$ cat config.mk
export PLATFORM = sky130hd
export DESIGN_NAME = host_port_detect_spi_slave
export DESIGN_NICKNAME = d
export VERILOG_FILES = /design/src/logic/host_port_pkg.sv /design/src/logic/reg_req_if.sv /design/src/logic/req_fifo.sv /design/src/logic/pin_sync.sv /design/src/logic/host_port_detect_spi_slave.sv
export SDC_FILE = /design/constraint.sdc
export NUM_CORES = 1
export LEC_CHECK = 0
export BUFFER_PORTS_ARGS = -buffer_cell sky130_fd_sc_hd__buf_2
export CAP_MARGIN = 0
export CORE_ASPECT_RATIO = 1.1
export CORE_UTILIZATION = 60
export DETAILED_ROUTE_END_ITERATION = 10
export GPL_TIMING_DRIVEN = 0
export PLACE_DENSITY = 0.8
export RECOVER_POWER = 100
export SYNTH_ARGS = -nofsm -noshare
export SYNTH_HDL_FRONTEND = slang
export SYNTH_SLANG_ARGS = --single-unit
$ cat constraint.sdc
create_clock -name clk_sys -period 5.78 [get_ports clk_sys]
set_input_delay 0 -clock clk_sys [delete_from_list [all_inputs] [get_ports clk_sys]]
set_output_delay 0 -clock clk_sys [all_outputs]
set_load 0.02 [all_outputs]
$ cat src/logic/host_port_pkg.sv
// Shared constants and types for the host port detector and serial slave
package host_port_pkg;
    // Host interface kinds chosen from the straps
    typedef enum logic [2:0] {
        HOST_NONE,
        HOST_PAR_DED,
        HOST_PAR_MUX_SEP,
        HOST_PAR_MUX_COM,
        HOST_UART,
        HOST_SPI,
        HOST_I2C
    } host_mode_e;

    localparam int          BYTE_W       = 8;
    localparam int          REG_ADDR_W   = 6;
    localparam int          DIR_BIT      = 7;
    localparam int          ADDR_MSB     = 6;
    localparam int          ADDR_LSB     = 1;
    localparam logic [5:0]  STRAP_UART   = 6'h00;
    localparam logic [5:0]  STRAP_SPI    = 6'h01;
    localparam logic [5:0]  STRAP_I2C_M  = 6'h3E;
    localparam logic [5:0]  STRAP_I2C    = 6'h02;
    localparam logic [5:0]  STRAP_MUX_M  = 6'h3F;
    localparam logic [5:0]  STRAP_MUX_S  = 6'h07;
    localparam logic [5:0]  STRAP_MUX_C  = 6'h06;
    localparam logic [7:0]  MISO_IDLE    = 8'h00;
    localparam int          FIFO_DEPTH   = 4;
    localparam int          SYS_FREQ_HZ  = 25_000_000;
    localparam int          LINK_MAX_BPS = 10_000_000;
    localparam int          SETTLE_CYC   = 2;
endpackage

$ cat src/logic/reg_req_if.sv
// Register request carrier between the serial slave and its request FIFO
`timescale 1ns/1ps
interface reg_req_if #(parameter int W = 15);
    logic         valid;
    logic         ready;
    logic [W-1:0] data;
    modport src (output valid, output data, input ready);
    modport snk (input valid, input data, output ready);
endinterface

$ cat src/logic/req_fifo.sv
// Small valid/ready FIFO for register requests
`timescale 1ns/1ps
module req_fifo #(
    parameter int W     = 15,
    parameter int DEPTH = 4
) (
    // Clock and reset
    input  wire logic         clk_sys,
    input  wire logic         rst_b,
    // Fill side
    reg_req_if.snk            in_p,
    // Drain side
    output logic              out_valid,
    input  wire logic         out_ready,
    output logic [W-1:0]      out_data
);
    localparam int AW = (DEPTH > 1) ? $clog2(DEPTH) : 1;

    initial begin
        if (DEPTH < 2 || (DEPTH & (DEPTH - 1)) != 0) begin
            $error("req_fifo depth must be a power of two, at least 2");
        end
    end

    typedef struct packed {
        logic [AW:0] wr;
        logic [AW:0] rd;
    } fifo_s;

    fifo_s        st_q;
    fifo_s        st_d;
    logic [W-1:0] mem_q [DEPTH];
    logic         full;
    logic         empty;
    logic         push;
    logic         pop;

    // Full when pointers differ only in the wrap bit
    assign empty     = (st_q.wr == st_q.rd);
    assign full      = (st_q.wr[AW-1:0] == st_q.rd[AW-1:0]) && (st_q.wr[AW] != st_q.rd[AW]);
    assign in_p.ready = !full;
    assign out_valid = !empty;
    assign out_data  = mem_q[st_q.rd[AW-1:0]];
    assign push      = in_p.valid && !full;
    assign pop       = out_ready && !empty;

    // Pointer update
    always_comb begin
        st_d = st_q;
        if (push) begin
            st_d.wr = st_q.wr + 1'b1;
        end
        if (pop) begin
            st_d.rd = st_q.rd + 1'b1;
        end
    end

    always_ff @(posedge clk_sys) begin
        if (!rst_b) begin
            st_q <= '0;
        end else begin
            st_q <= st_d;
        end
    end

    // Storage needs no reset; empty masks stale words
    always_ff @(posedge clk_sys) begin
        if (push) begin
            mem_q[st_q.wr[AW-1:0]] <= in_p.data;
        end
    end
endmodule

$ cat src/logic/pin_sync.sv
// Two-stage synchroniser bank for pins
`timescale 1ns/1ps
module pin_sync #(
    parameter int W = 1
) (
    // Clock and reset
    input  wire logic         clk_sys,
    input  wire logic         rst_b,
    // Pins in, synchronised out
    input  wire logic [W-1:0] pin_in,
    output logic [W-1:0]      pin_out
);
    logic [W-1:0] meta_q;
    logic [W-1:0] sync_q;

    // First stage feeds only the second stage
    always_ff @(posedge clk_sys) begin
        if (!rst_b) begin
            meta_q <= '0;
            sync_q <= '0;
        end else begin
            meta_q <= pin_in;
            sync_q <= meta_q;
        end
    end

    assign pin_out = sync_q;
endmodule

$ cat src/logic/host_port_detect_spi_slave.sv
// Host port strap detection and serial register slave
// What this block does
// - Redetect host interface after every reset
// - Sample straps after reset, hold until reset
// - Serial modes from strobes and A5..A0 straps
// - Parallel modes from latch pin and straps
// - Map shared pins in SPI mode only; UART and I2C leave them unused
// - Take bytes on MOSI, return on MISO
// - All bytes shifted most significant bit first
// - Update MISO on falling clock edge
// - Read burst returns previous address data
// - Write burst output is MISO_IDLE throughout
// - Address byte bit 7: read one, write zero
// - Register address in address bits 6..1
`timescale 1ns/1ps
module host_port_detect_spi_slave
    import host_port_pkg::*;
#(
    parameter int DEPTH = FIFO_DEPTH
) (
    // Clock and reset
    input  wire logic             clk_sys,
    input  wire logic             rst_b,
    // Strap and shared host pins
    input  wire logic             latch_pin,
    input  wire logic [5:0]       addr_strap,
    input  wire logic             read_strobe_n,
    input  wire logic             write_strobe_n,
    input  wire logic [6:5]       data_pin_in,
    output logic                  miso_out,
    output logic                  miso_oe,
    // Detection result
    output host_mode_e            host_mode,
    output logic                  mode_valid,
    output logic                  i2c_addr_extension_strap,
    // Register access toward the core
    output logic                  reg_req_valid,
    input  wire logic             reg_req_ready,
    output logic                  reg_req_write,
    output logic [REG_ADDR_W-1:0] reg_req_addr,
    output logic [BYTE_W-1:0]     reg_req_wdata,
    input  wire logic             reg_rd_valid,
    input  wire logic [BYTE_W-1:0] reg_rd_data
);
    localparam int REQ_W = 1 + REG_ADDR_W + BYTE_W;
    // Link must give at least one system cycle per clock half for edge finding
    localparam int MIN_HALF_CYC = SYS_FREQ_HZ / (2 * LINK_MAX_BPS);

    initial begin
        if (DEPTH < 2) begin
            $error("request FIFO depth must be at least 2");
        end
        if (MIN_HALF_CYC < 1) begin
            $error("system clock too slow for the serial link rate");
        end
    end

    typedef enum logic [1:0] {
        ST_SETTLE,
        ST_RUN
    } top_state_e;

    typedef struct packed {
        top_state_e                state;
        logic [1:0]                settle;
        host_mode_e                mode;
        logic                      ea;
        logic                      sck_prev;
        logic                      ss_prev;
        logic [2:0]                bit_cnt;
        logic                      first;
        logic                      is_read;
        logic [REG_ADDR_W-1:0]     waddr;
        logic [BYTE_W-1:0]         rx_sh;
        logic [BYTE_W-1:0]         tx_sh;
        logic [BYTE_W-1:0]         rd_buf;
        logic                      miso;
        logic                      miso_oe;
        logic                      push;
        logic [REQ_W-1:0]          push_data;
        logic                      req_valid;
        logic [REQ_W-1:0]          req_data;
    } state_s;

    state_s      st_q;
    state_s      st_d;
    logic [9:0]  pins_s;
    logic        latch_s;
    logic [5:0]  strap_s;
    logic        rdn_s;
    logic        wrn_s;
    logic        mosi_s;
    logic        sck_s;
    logic        sck_rise;
    logic        sck_fall;
    logic        ss_fall;
    logic        ss_act;
    logic        spi_on;
    logic        f_valid;
    logic        f_ready;
    logic [REQ_W-1:0] f_data;
    logic [BYTE_W-1:0] rx_byte;

    reg_req_if #(.W(REQ_W)) req_bus ();

    // Every pin passes two flops before use
    pin_sync #(.W(10)) u_sync (
        .clk_sys (clk_sys),
        .rst_b   (rst_b),
        .pin_in  ({latch_pin, addr_strap, read_strobe_n, write_strobe_n, data_pin_in[5]}),
        .pin_out (pins_s)
    );

    pin_sync #(.W(1)) u_sync_mosi (
        .clk_sys (clk_sys),
        .rst_b   (rst_b),
        .pin_in  (data_pin_in[6]),
        .pin_out (mosi_s)
    );

    assign latch_s = pins_s[9];
    assign strap_s = pins_s[8:3];
    assign rdn_s   = pins_s[2];
    assign wrn_s   = pins_s[1];
    assign sck_s   = pins_s[0];

    // Request queue decouples burst bytes from core back-pressure
    assign req_bus.valid = st_q.push;
    assign req_bus.data  = st_q.push_data;

    req_fifo #(.W(REQ_W), .DEPTH(DEPTH)) u_fifo (
        .clk_sys   (clk_sys),
        .rst_b     (rst_b),
        .in_p      (req_bus),
        .out_valid (f_valid),
        .out_ready (f_ready),
        .out_data  (f_data)
    );

    // Output stage is registered; take a new word only when empty or consumed
    assign f_ready = !st_q.req_valid || reg_req_ready;

    // Edge detection on synchronised link pins
    assign sck_rise = sck_s && !st_q.sck_prev;
    assign sck_fall = !sck_s && st_q.sck_prev;
    assign ss_act   = !latch_s;
    assign ss_fall  = !latch_s && st_q.ss_prev;
    assign spi_on   = (st_q.state == ST_RUN) && (st_q.mode == HOST_SPI);
    assign rx_byte  = {st_q.rx_sh[BYTE_W-2:0], mosi_s};

    always_comb begin
        st_d          = st_q;
        st_d.sck_prev = sck_s;
        st_d.ss_prev  = latch_s;
        st_d.push     = 1'b0;
        case (st_q.state)
            // Let the synchronisers fill before sampling straps
            ST_SETTLE: begin
                st_d.settle = st_q.settle + 2'h1;
                if (st_q.settle == 2'(SETTLE_CYC)) begin
                    st_d.state = ST_RUN;
                    st_d.ea    = 1'b0;
                    if (latch_s) begin
                        st_d.mode = HOST_PAR_DED;
                    end else if (!rdn_s || !wrn_s) begin
                        st_d.mode = HOST_NONE;
                    end else if (strap_s == STRAP_MUX_S) begin
                        st_d.mode = HOST_PAR_MUX_SEP;
                    end else if (strap_s == STRAP_MUX_C) begin
                        st_d.mode = HOST_PAR_MUX_COM;
                    end else if (strap_s == STRAP_UART) begin
                        st_d.mode = HOST_UART;
                    end else if (strap_s == STRAP_SPI) begin
                        st_d.mode = HOST_SPI;
                    end else if ((strap_s & STRAP_I2C_M) == STRAP_I2C) begin
                        st_d.mode = HOST_I2C;
                        st_d.ea   = strap_s[0];
                    end else begin
                        st_d.mode = HOST_NONE;
                    end
                end
            end
            // Mode frozen until next reset
            ST_RUN: begin
                if (spi_on) begin
                    st_d.miso_oe = ss_act;
                    if (ss_fall) begin
                        st_d.bit_cnt = 3'h0;
                        st_d.first   = 1'b1;
                        st_d.tx_sh   = MISO_IDLE;
                        st_d.miso    = 1'b0;
                    end else if (!ss_act) begin
                        st_d.first   = 1'b1;
                        st_d.bit_cnt = 3'h0;
                    end else begin
                        if (sck_rise) begin
                            st_d.rx_sh   = rx_byte;
                            st_d.bit_cnt = st_q.bit_cnt + 3'h1;
                            if (st_q.bit_cnt == 3'h7) begin
                                st_d.first = 1'b0;
                                if (st_q.first) begin
                                    st_d.is_read = rx_byte[DIR_BIT];
                                    st_d.waddr   = rx_byte[ADDR_MSB:ADDR_LSB];
                                    if (rx_byte[DIR_BIT]) begin
                                        st_d.push      = 1'b1;
                                        st_d.push_data = {1'b0, rx_byte[ADDR_MSB:ADDR_LSB],
                                                          MISO_IDLE};
                                    end
                                end else if (st_q.is_read) begin
                                    // Zero byte fetches nothing; a later non-zero byte in the burst fetches again
                                    if (rx_byte != 8'h00) begin
                                        st_d.push      = 1'b1;
                                        st_d.push_data = {1'b0, rx_byte[ADDR_MSB:ADDR_LSB],
                                                          MISO_IDLE};
                                    end
                                end else begin
                                    st_d.push      = 1'b1;
                                    st_d.push_data = {1'b1, st_q.waddr, rx_byte};
                                end
                            end
                        end
                        if (sck_fall) begin
                            // Load next byte at byte boundary, else shift
                            if (st_q.bit_cnt == 3'h0) begin
                                st_d.miso  = st_q.is_read && !st_q.first ?
                                             st_q.rd_buf[BYTE_W-1] : 1'b0;
                                st_d.tx_sh = st_q.is_read && !st_q.first ?
                                             {st_q.rd_buf[BYTE_W-2:0], 1'b0} : MISO_IDLE;
                            end else begin
                                st_d.miso  = st_q.tx_sh[BYTE_W-1];
                                st_d.tx_sh = {st_q.tx_sh[BYTE_W-2:0], 1'b0};
                            end
                        end
                    end
                end else begin
                    st_d.miso_oe = 1'b0;
                end
                if (reg_rd_valid) begin
                    st_d.rd_buf = reg_rd_data;
                end
            end
            default: begin
                st_d.state = ST_SETTLE;
            end
        endcase
        // Registered request output stage
        if (f_ready) begin
            st_d.req_valid = f_valid;
            if (f_valid) begin
                st_d.req_data = f_data;
            end
        end
    end

    always_ff @(posedge clk_sys) begin
        if (!rst_b) begin
            st_q       <= '0;
            st_q.state <= ST_SETTLE;
            st_q.mode  <= HOST_NONE;
            st_q.first <= 1'b1;
            st_q.sck_prev <= 1'b0;
            st_q.ss_prev  <= 1'b1;
        end else begin
            st_q <= st_d;
        end
    end

    // Outputs straight from state flops
    assign host_mode                = st_q.mode;
    assign mode_valid               = (st_q.state == ST_RUN);
    assign i2c_addr_extension_strap = st_q.ea;
    assign miso_out                 = st_q.miso;
    assign miso_oe                  = st_q.miso_oe;
    assign reg_req_valid            = st_q.req_valid;
    assign reg_req_write            = st_q.req_data[REQ_W-1];
    assign reg_req_addr             = st_q.req_data[REQ_W-2:BYTE_W];
    assign reg_req_wdata            = st_q.req_data[BYTE_W-1:0];
endmodule

Yosys cells after proc, flatten, opt, wreduce, memory -nomap -nowiden
Memories as Yosys holds them, arrays and structs flattened. A register that Yosys moved wholly into a read port is not among the register bits.
Index checks and enable logic that the tools add are counted.
{ "totals": {"register_bits": 92, "latchBits": 0, "ram_bits": 60, "mem_bits_ro": 0, "in_bits": 23, "out_inout_bits": 23, "elab_cells": 128, "n_memories": 1} }
{ "memory_table": {"columns": ["memory", "depth", "width", "rd", "rd_clocked_by_memory_dff", "wr", "line_no", "rtl"], "rows": [
  ["u_fifo.mem_q", 4, 15, 1, 1, 1, "req_fifo.sv:32", "logic [W-1:0] mem_q [DEPTH];"]
]} }
{ "op_classes": {"n_addsub": 4, "mul": 0, "div_mod_pow": 0, "order_cmp": 0, "n_eq_ne": 15, "shift": 0, "mux": 38, "n_bitwise": 8, "n_reduce_logical": 38} }
{ "op_table": {"columns": ["cell", "n"], "rows": [
  ["16-bit two-way mux", 4],
  ["8-bit two-way mux", 6],
  ["3-bit two-way mux", 7],
  ["19-bit two-way mux", 1],
  ["1-bit two-way mux", 15],
  ["6-bit by 3-bit equality test with 1-bit output, second input constant", 2],
  ["1-bit logical NOT", 10],
  ["3-bit by 1-bit adder with 3-bit output, second input constant", 3],
  ["1-bit logical AND", 8],
  ["4-bit two-way mux", 2],
  ["1-bit NOT", 8],
  ["2-bit AND reduction", 4],
  ["4-bit AND reduction", 2],
  ["8-bit AND reduction", 1],
  ["8-bit nonzero test", 1],
  ["7-bit two-way mux", 1],
  ["7-bit AND reduction", 1],
  ["7-bit OR reduction", 1],
  ["3-bit equality test, second input constant", 2],
  ["6-bit by 1-bit equality test with 1-bit output, second input constant", 1],
  ["6-bit logical NOT", 1],
  ["2-bit != test, second input constant", 3],
  ["3-bit nonzero test", 2],
  ["5-bit by 1-bit equality test with 1-bit output, second input constant", 1],
  ["15 further kinds", 16]
]} }

Depth between registers and ports, before layout
{ "depth": {"depth_word": 8, "depth_mapped": 7, "mapped_depth_nobuf": 6} }

By module
From an unflattened synthesis, not the netlist that was laid out.
{ "hier_totals": {"cells_unflattened": 556, "area_unflattened_um2": 6515.0} }
{ "modules_own_cells": {"columns": ["module", "instances", "cells_per_inst", "area_each_um2", "seq_area_each_um2"], "rows": [
  ["host_port_detect_spi_slave", 1, 364, 3170.5, 1521.5],
  ["req_fifo", 1, 146, 2730.1, 1961.9],
  ["pin_sync (u_sync)", 1, 42, 561.8, 400.4],
  ["pin_sync (u_sync_mosi)", 1, 4, 52.6, 40.0]
]} }

Worst setup path after synthesis
Ideal clock, no wire load.
{ "synth_timing": {"path_type": "register to register", "from": "reg u_fifo.st_q[0] in the netlist's numbering", "to": "mem u_fifo.mem_q[3][0] (enable)", "setup_time_ns": 0.372, "t_arrival_ns": 1.468, "required_time_ns": 5.408, "setup_slack_ns": 3.940, "path_stages_with_launch": 5, "path_buffers": 1, "synth_period_minus_slack_ns": 1.840, "cell_sequence": "dfxtp_1 buf_4 xnor2_1 a31oi_2 and2_1"} }
{ "synth_via": {"elab_chain_cells": 6} }
{ "synth_lines": {"columns": ["element", "line_no", "rtl"], "rows": [
  ["start: declaration", "req_fifo.sv:30", "fifo_s st_q;"],
  ["start signal: assignment", "req_fifo.sv:62", "st_q <= st_d;"],
  ["2-bit equality test", "req_fifo.sv:40", "assign full = (st_q.wr[AW-1:0] == st_q.rd[AW-1:0]) && (st_q.wr[AW] != st_q.rd[AW]);"],
  ["1-bit logical AND", "req_fifo.sv:40", null],
  ["1-bit logical NOT", null, null],
  ["1-bit logical AND", "req_fifo.sv:44", "assign push = in_p.valid && !full;"],
  ["1-bit two-way mux", "req_fifo.sv:68", "if (push) begin"],
  ["1-bit two-way mux (not written as such)", "req_fifo.sv:69", "mem_q[st_q.wr[AW-1:0]] <= in_p.data;"],
  ["end: declaration", "req_fifo.sv:32", null]
]} }
No other way between the ends.

Final worst setup path
Ends and elaborated chain as after synthesis.

==> out/results.tsv <==
stage	metric	value	unit
run_status	outcome	finished clean	
place	io_buffers	44	
layout	nNetsFinal	655	
global_routing	overflow	0	
cts	cts_tree	done	
critical_path	crit_type	flip-flop to flip-flop	
power_and_ir_drop	p_per_area	336	nW/um^2
floorplan	die_h	110	um
synth	ys_warn_count	0	
routing	num_vias	4281	
critical_path	cpLargestDelayFamily	simple AND/OR/NAND/NOR gates	
sta	skew	0.00927	ns
floorplan	dieArea	11000	um^2
min_path	hold_path_class	input pin to flip-flop	
global_routing	grt_pass1_vias	4377	
routing	drt-pass1-iter-count	5	
critical_path	cp-start-kind	flip-flop	
critical_path	end_kind	flip-flop	
critical_path	cp_cell_sequence	clkbuf_1, xnor2_1, a31oi_1, and2_0	
layout	fin_area	7450	um^2
sta	finalHoldViolations	0	
floorplan	initial_core_util	61.3	%
critical_path	crit_fanout	15	
routing	drtIter0Drc	201	
global_routing	grt_pass1_wl	20900	um
cts	cts-root-buf	clkbuf_16	
routing	viasPerCell	5.50	
cts	htree_levels	4	
sta	setup_ws	2.72	ns
critical_path	worstPathArrival	3.10	ns
synth	syn_inst	532	
global_routing	grt_max_degree	17	
synth	syn_nets	564	
routing	drcViolationCount	0	
synth	synthFlopType	dfxtp_1	
floorplan	pin_count	46	
layout	diodes	0	
place	dpl_cell_area	6740	um^2
critical_path	rrSetupSlack	2.72	ns
sta	timing.setup.tns	0	ns
layout	nFillCells	754	
sta	min_period_over_period	53.0	%
global_routing	antenna_found_initial	0	
cts	cts-resized-gates	0	
place	dp_hpwl	8410	um
critical_path	cpPeakStageDelay	0.97	ns
synth	ys_ff_latch	164	
layout	area_delta_synth_final	17.5	%
critical_path	slowest_stage	and2_0	
cts	post_cts_buffers	0	
critical_path	reg2reg_depth	4	
critical_path	worstPathRequired	5.81	ns
power_and_ir_drop	leakage	2.80	nW
sta	worstMarginPinSlew	1.14	ns
critical_path	reg2reg_to	u_fifo.mem_q[3][0]	
sta	fmax	326	MHz
critical_path	reg2reg_from	u_fifo.st_q[0]	
min_path	hold_path.startpoint	rst_b	
synth	ys_seq_area_share	61.2	%
synth	avgSynthCellArea	11.9	um^2
synth	syn_area	6340	um^2
cts	clock-sinks	164	
synth	async_flop_share	0	%
sta	finalCriticalPeriod	3.06	ns
cts	clkTransAtPathRegs	0.06	ns
global_routing	grtUsageTotal	25.8	%
routing	wl_per_cell	17.1	um
synth	synth_cell_types	51	
run	maxCapViolCount	0	
cts	clock_latency	0.42	ns
floorplan	die-width	100	um
sta	setup_viol	0	
synth	synth-edff-count	60	
place	dp_slack	3.49	ns
cts	cts_buffer_depth	2	
min_path	whs_endpoint	host_mode[2]	
place	routabilityCongestion	0.804	
floorplan	placementRows	39	
routing	ant_nets	0	
cts	numCtsBuffers	17	
power_and_ir_drop	max-vdd-ir-drop	0.000201	V
critical_path	critPathBufInv	1	
routing	wirelength	13300	um
layout	drive_above_1_share	13.5	%
sta	grt_setup_unrepaired	no	
sta	relSlewSlack	24.2	%
min_path	hold_depth	4	
cts	holdBufCountCts	28	
sta	slew_violations	0	
floorplan	core_region_area	10300	um^2
-- registers in the layout (all words and copies together) (netlist names) --
signal and count:
reg_req_valid 1, host_mode 3, reg_req_write 1, reg_req_addr 6, st_q 31, u_fifo.st_q 6
req_bus.data 15, i2c_addr_extension_strap 1, u_sync.pin_out 10, miso_out 1, miso_oe 1, rx_byte 7
u_sync_mosi.pin_out 1, req_bus.valid 1, u_sync.meta_q 10, u_fifo.mem_q 60, u_sync_mosi.meta_q 1, reg_req_wdata 8
-- synth_stat cells (all sizes together), types with 2 or more instances --
master,number,area [um^2]
o21ai,19,95.1
edfxtp,60,1800
xor2,2,17.5
nor2b,2,12.5
o2bb2ai,7,61.3
a22oi,9,67.6
clkbuf,20,77.6
a21o,3,22.5
nor4,3,18.8
nand2,71,267
nor3,3,25.0
a211oi,2,15.0
nand4b,2,32.5
buf,27,193
nand3,28,140
nand3b,2,15.0
ha,9,113
nand2b,6,37.5
dfxtp,104,2080
xnor2,5,43.8
a22o,5,43.8
o211ai,2,20.0
nor2,26,97.6
inv,11,41.3
mux4,15,338
mux2i,24,240
a21oi,22,110
a31oi,2,25.0
and2,27,169
or4,2,18.8
-- cell usage in the layout (no fill, tap or decap), drive strengths merged, types with 3 or more instances in the layout --
cell type	n
clkinvlp	4
a21oi	22
ha	9
clkinv	6
edfxtp	60
mux2i	24
a22o	5
a22oi	9
nand3	28
inv	11
dlygate4sd3	28
nor4	3
xnor2	5
a21o	3
nand2b	6
and2	27
o2bb2ai	7
nor3	3
buf	43
o21ai	19
nor2	26
clkbuf	69
dfxtp	104
mux4	15
nand2	71
-- final cells by class --
cell class / instances / area (um^2) / area share, %
inverter: 11 / 41.3 / 0.554
clock inverter: 11 / 91.3 / 1.23
multi-input combinational: 310 / 2100 / 28.2
timing repair buffer: 72 / 472 / 6.33
tap: 143 / 179 / 2.40
clock buffer: 21 / 440 / 5.91
sequential: 164 / 3880 / 52.1
buffer: 47 / 245 / 3.29
-- metal layers --
layer | track usage (%) | vias up | wire (um)
li1 | - | 2042 | -
met1 | 27.1 | 2087 | 5290
met2 | 47.7 | 122 | 7080
met3 | 5.98 | 30 | 532
met4 | 14.5 | 0 | 398
met5 | 0 | - | 0
-- worst max-delay path by stage --
stage / from / to / cells after the start
floorplan: u_fifo.st_q[0] / u_fifo.mem_q[3][0] / 4
global placement: u_fifo.st_q[1] / u_fifo.mem_q[0][10] / 4
detailed placement: u_fifo.st_q[1] / u_fifo.mem_q[1][7] / 4
CTS: u_fifo.st_q[1] / u_fifo.mem_q[2][4] / 4
global route: u_fifo.st_q[0] / u_fifo.mem_q[1][11] / 4
finish: u_fifo.st_q[0] / u_fifo.mem_q[3][0] / 4
-- cell families (layout without fill, tap and decap cells) --
family / Yosys count / in the layout / share of synthesized area [%]
and+or+nand+nor: 177 / 177 / 13.7
DFF: 164 / 164 / 61.2
AOI/OAI and AO/OA: 77 / 77 / 8.07
buffers and inverters: 58 / 162 / 4.91
muxes: 40 / 40 / 9.29
adders and majority gates: 9 / 9 / 1.78
xor gates and xnor gates: 7 / 7 / 0.967
-- worst register-to-register path, delay by kind of cell (launching register included) --
kind	cells	cell delay [ns]
compound gates	1	0.58
xor+xnor	1	0.23
buf+inv	1	0.56
flops	1	0.34
simple gates	1	0.97
-- per-stage QoR --
step | utilization (%) | hold slack [ns] | std cells | power (mW)
after CTS | 73.0 | 0.151 | 779 | 2.52
after detailed placement | 65.2 | 0.209 | 719 | 1.50
after global routing | 72.0 | 0.154 | 779 | 2.58
final | 72.0 | 0.179 | 779 | 2.50
after global placement | 65.2 | 0.205 | 719 | 1.48
after floorplan | - | 0.127 | 532 | 1.43
-- where the power goes --
| part | internal, mW | total [mW] | switching [mW] | leakage, nW |
|---|---|---|---|---|
| clock network | 0.586 | 1.02 | 0.433 | 0.248 |
| registers | 1.23 | 1.25 | 0.0206 | 1.44 |
| logic | 0.100 | 0.235 | 0.135 | 1.11 |
(Power assumes the default switching activity.)
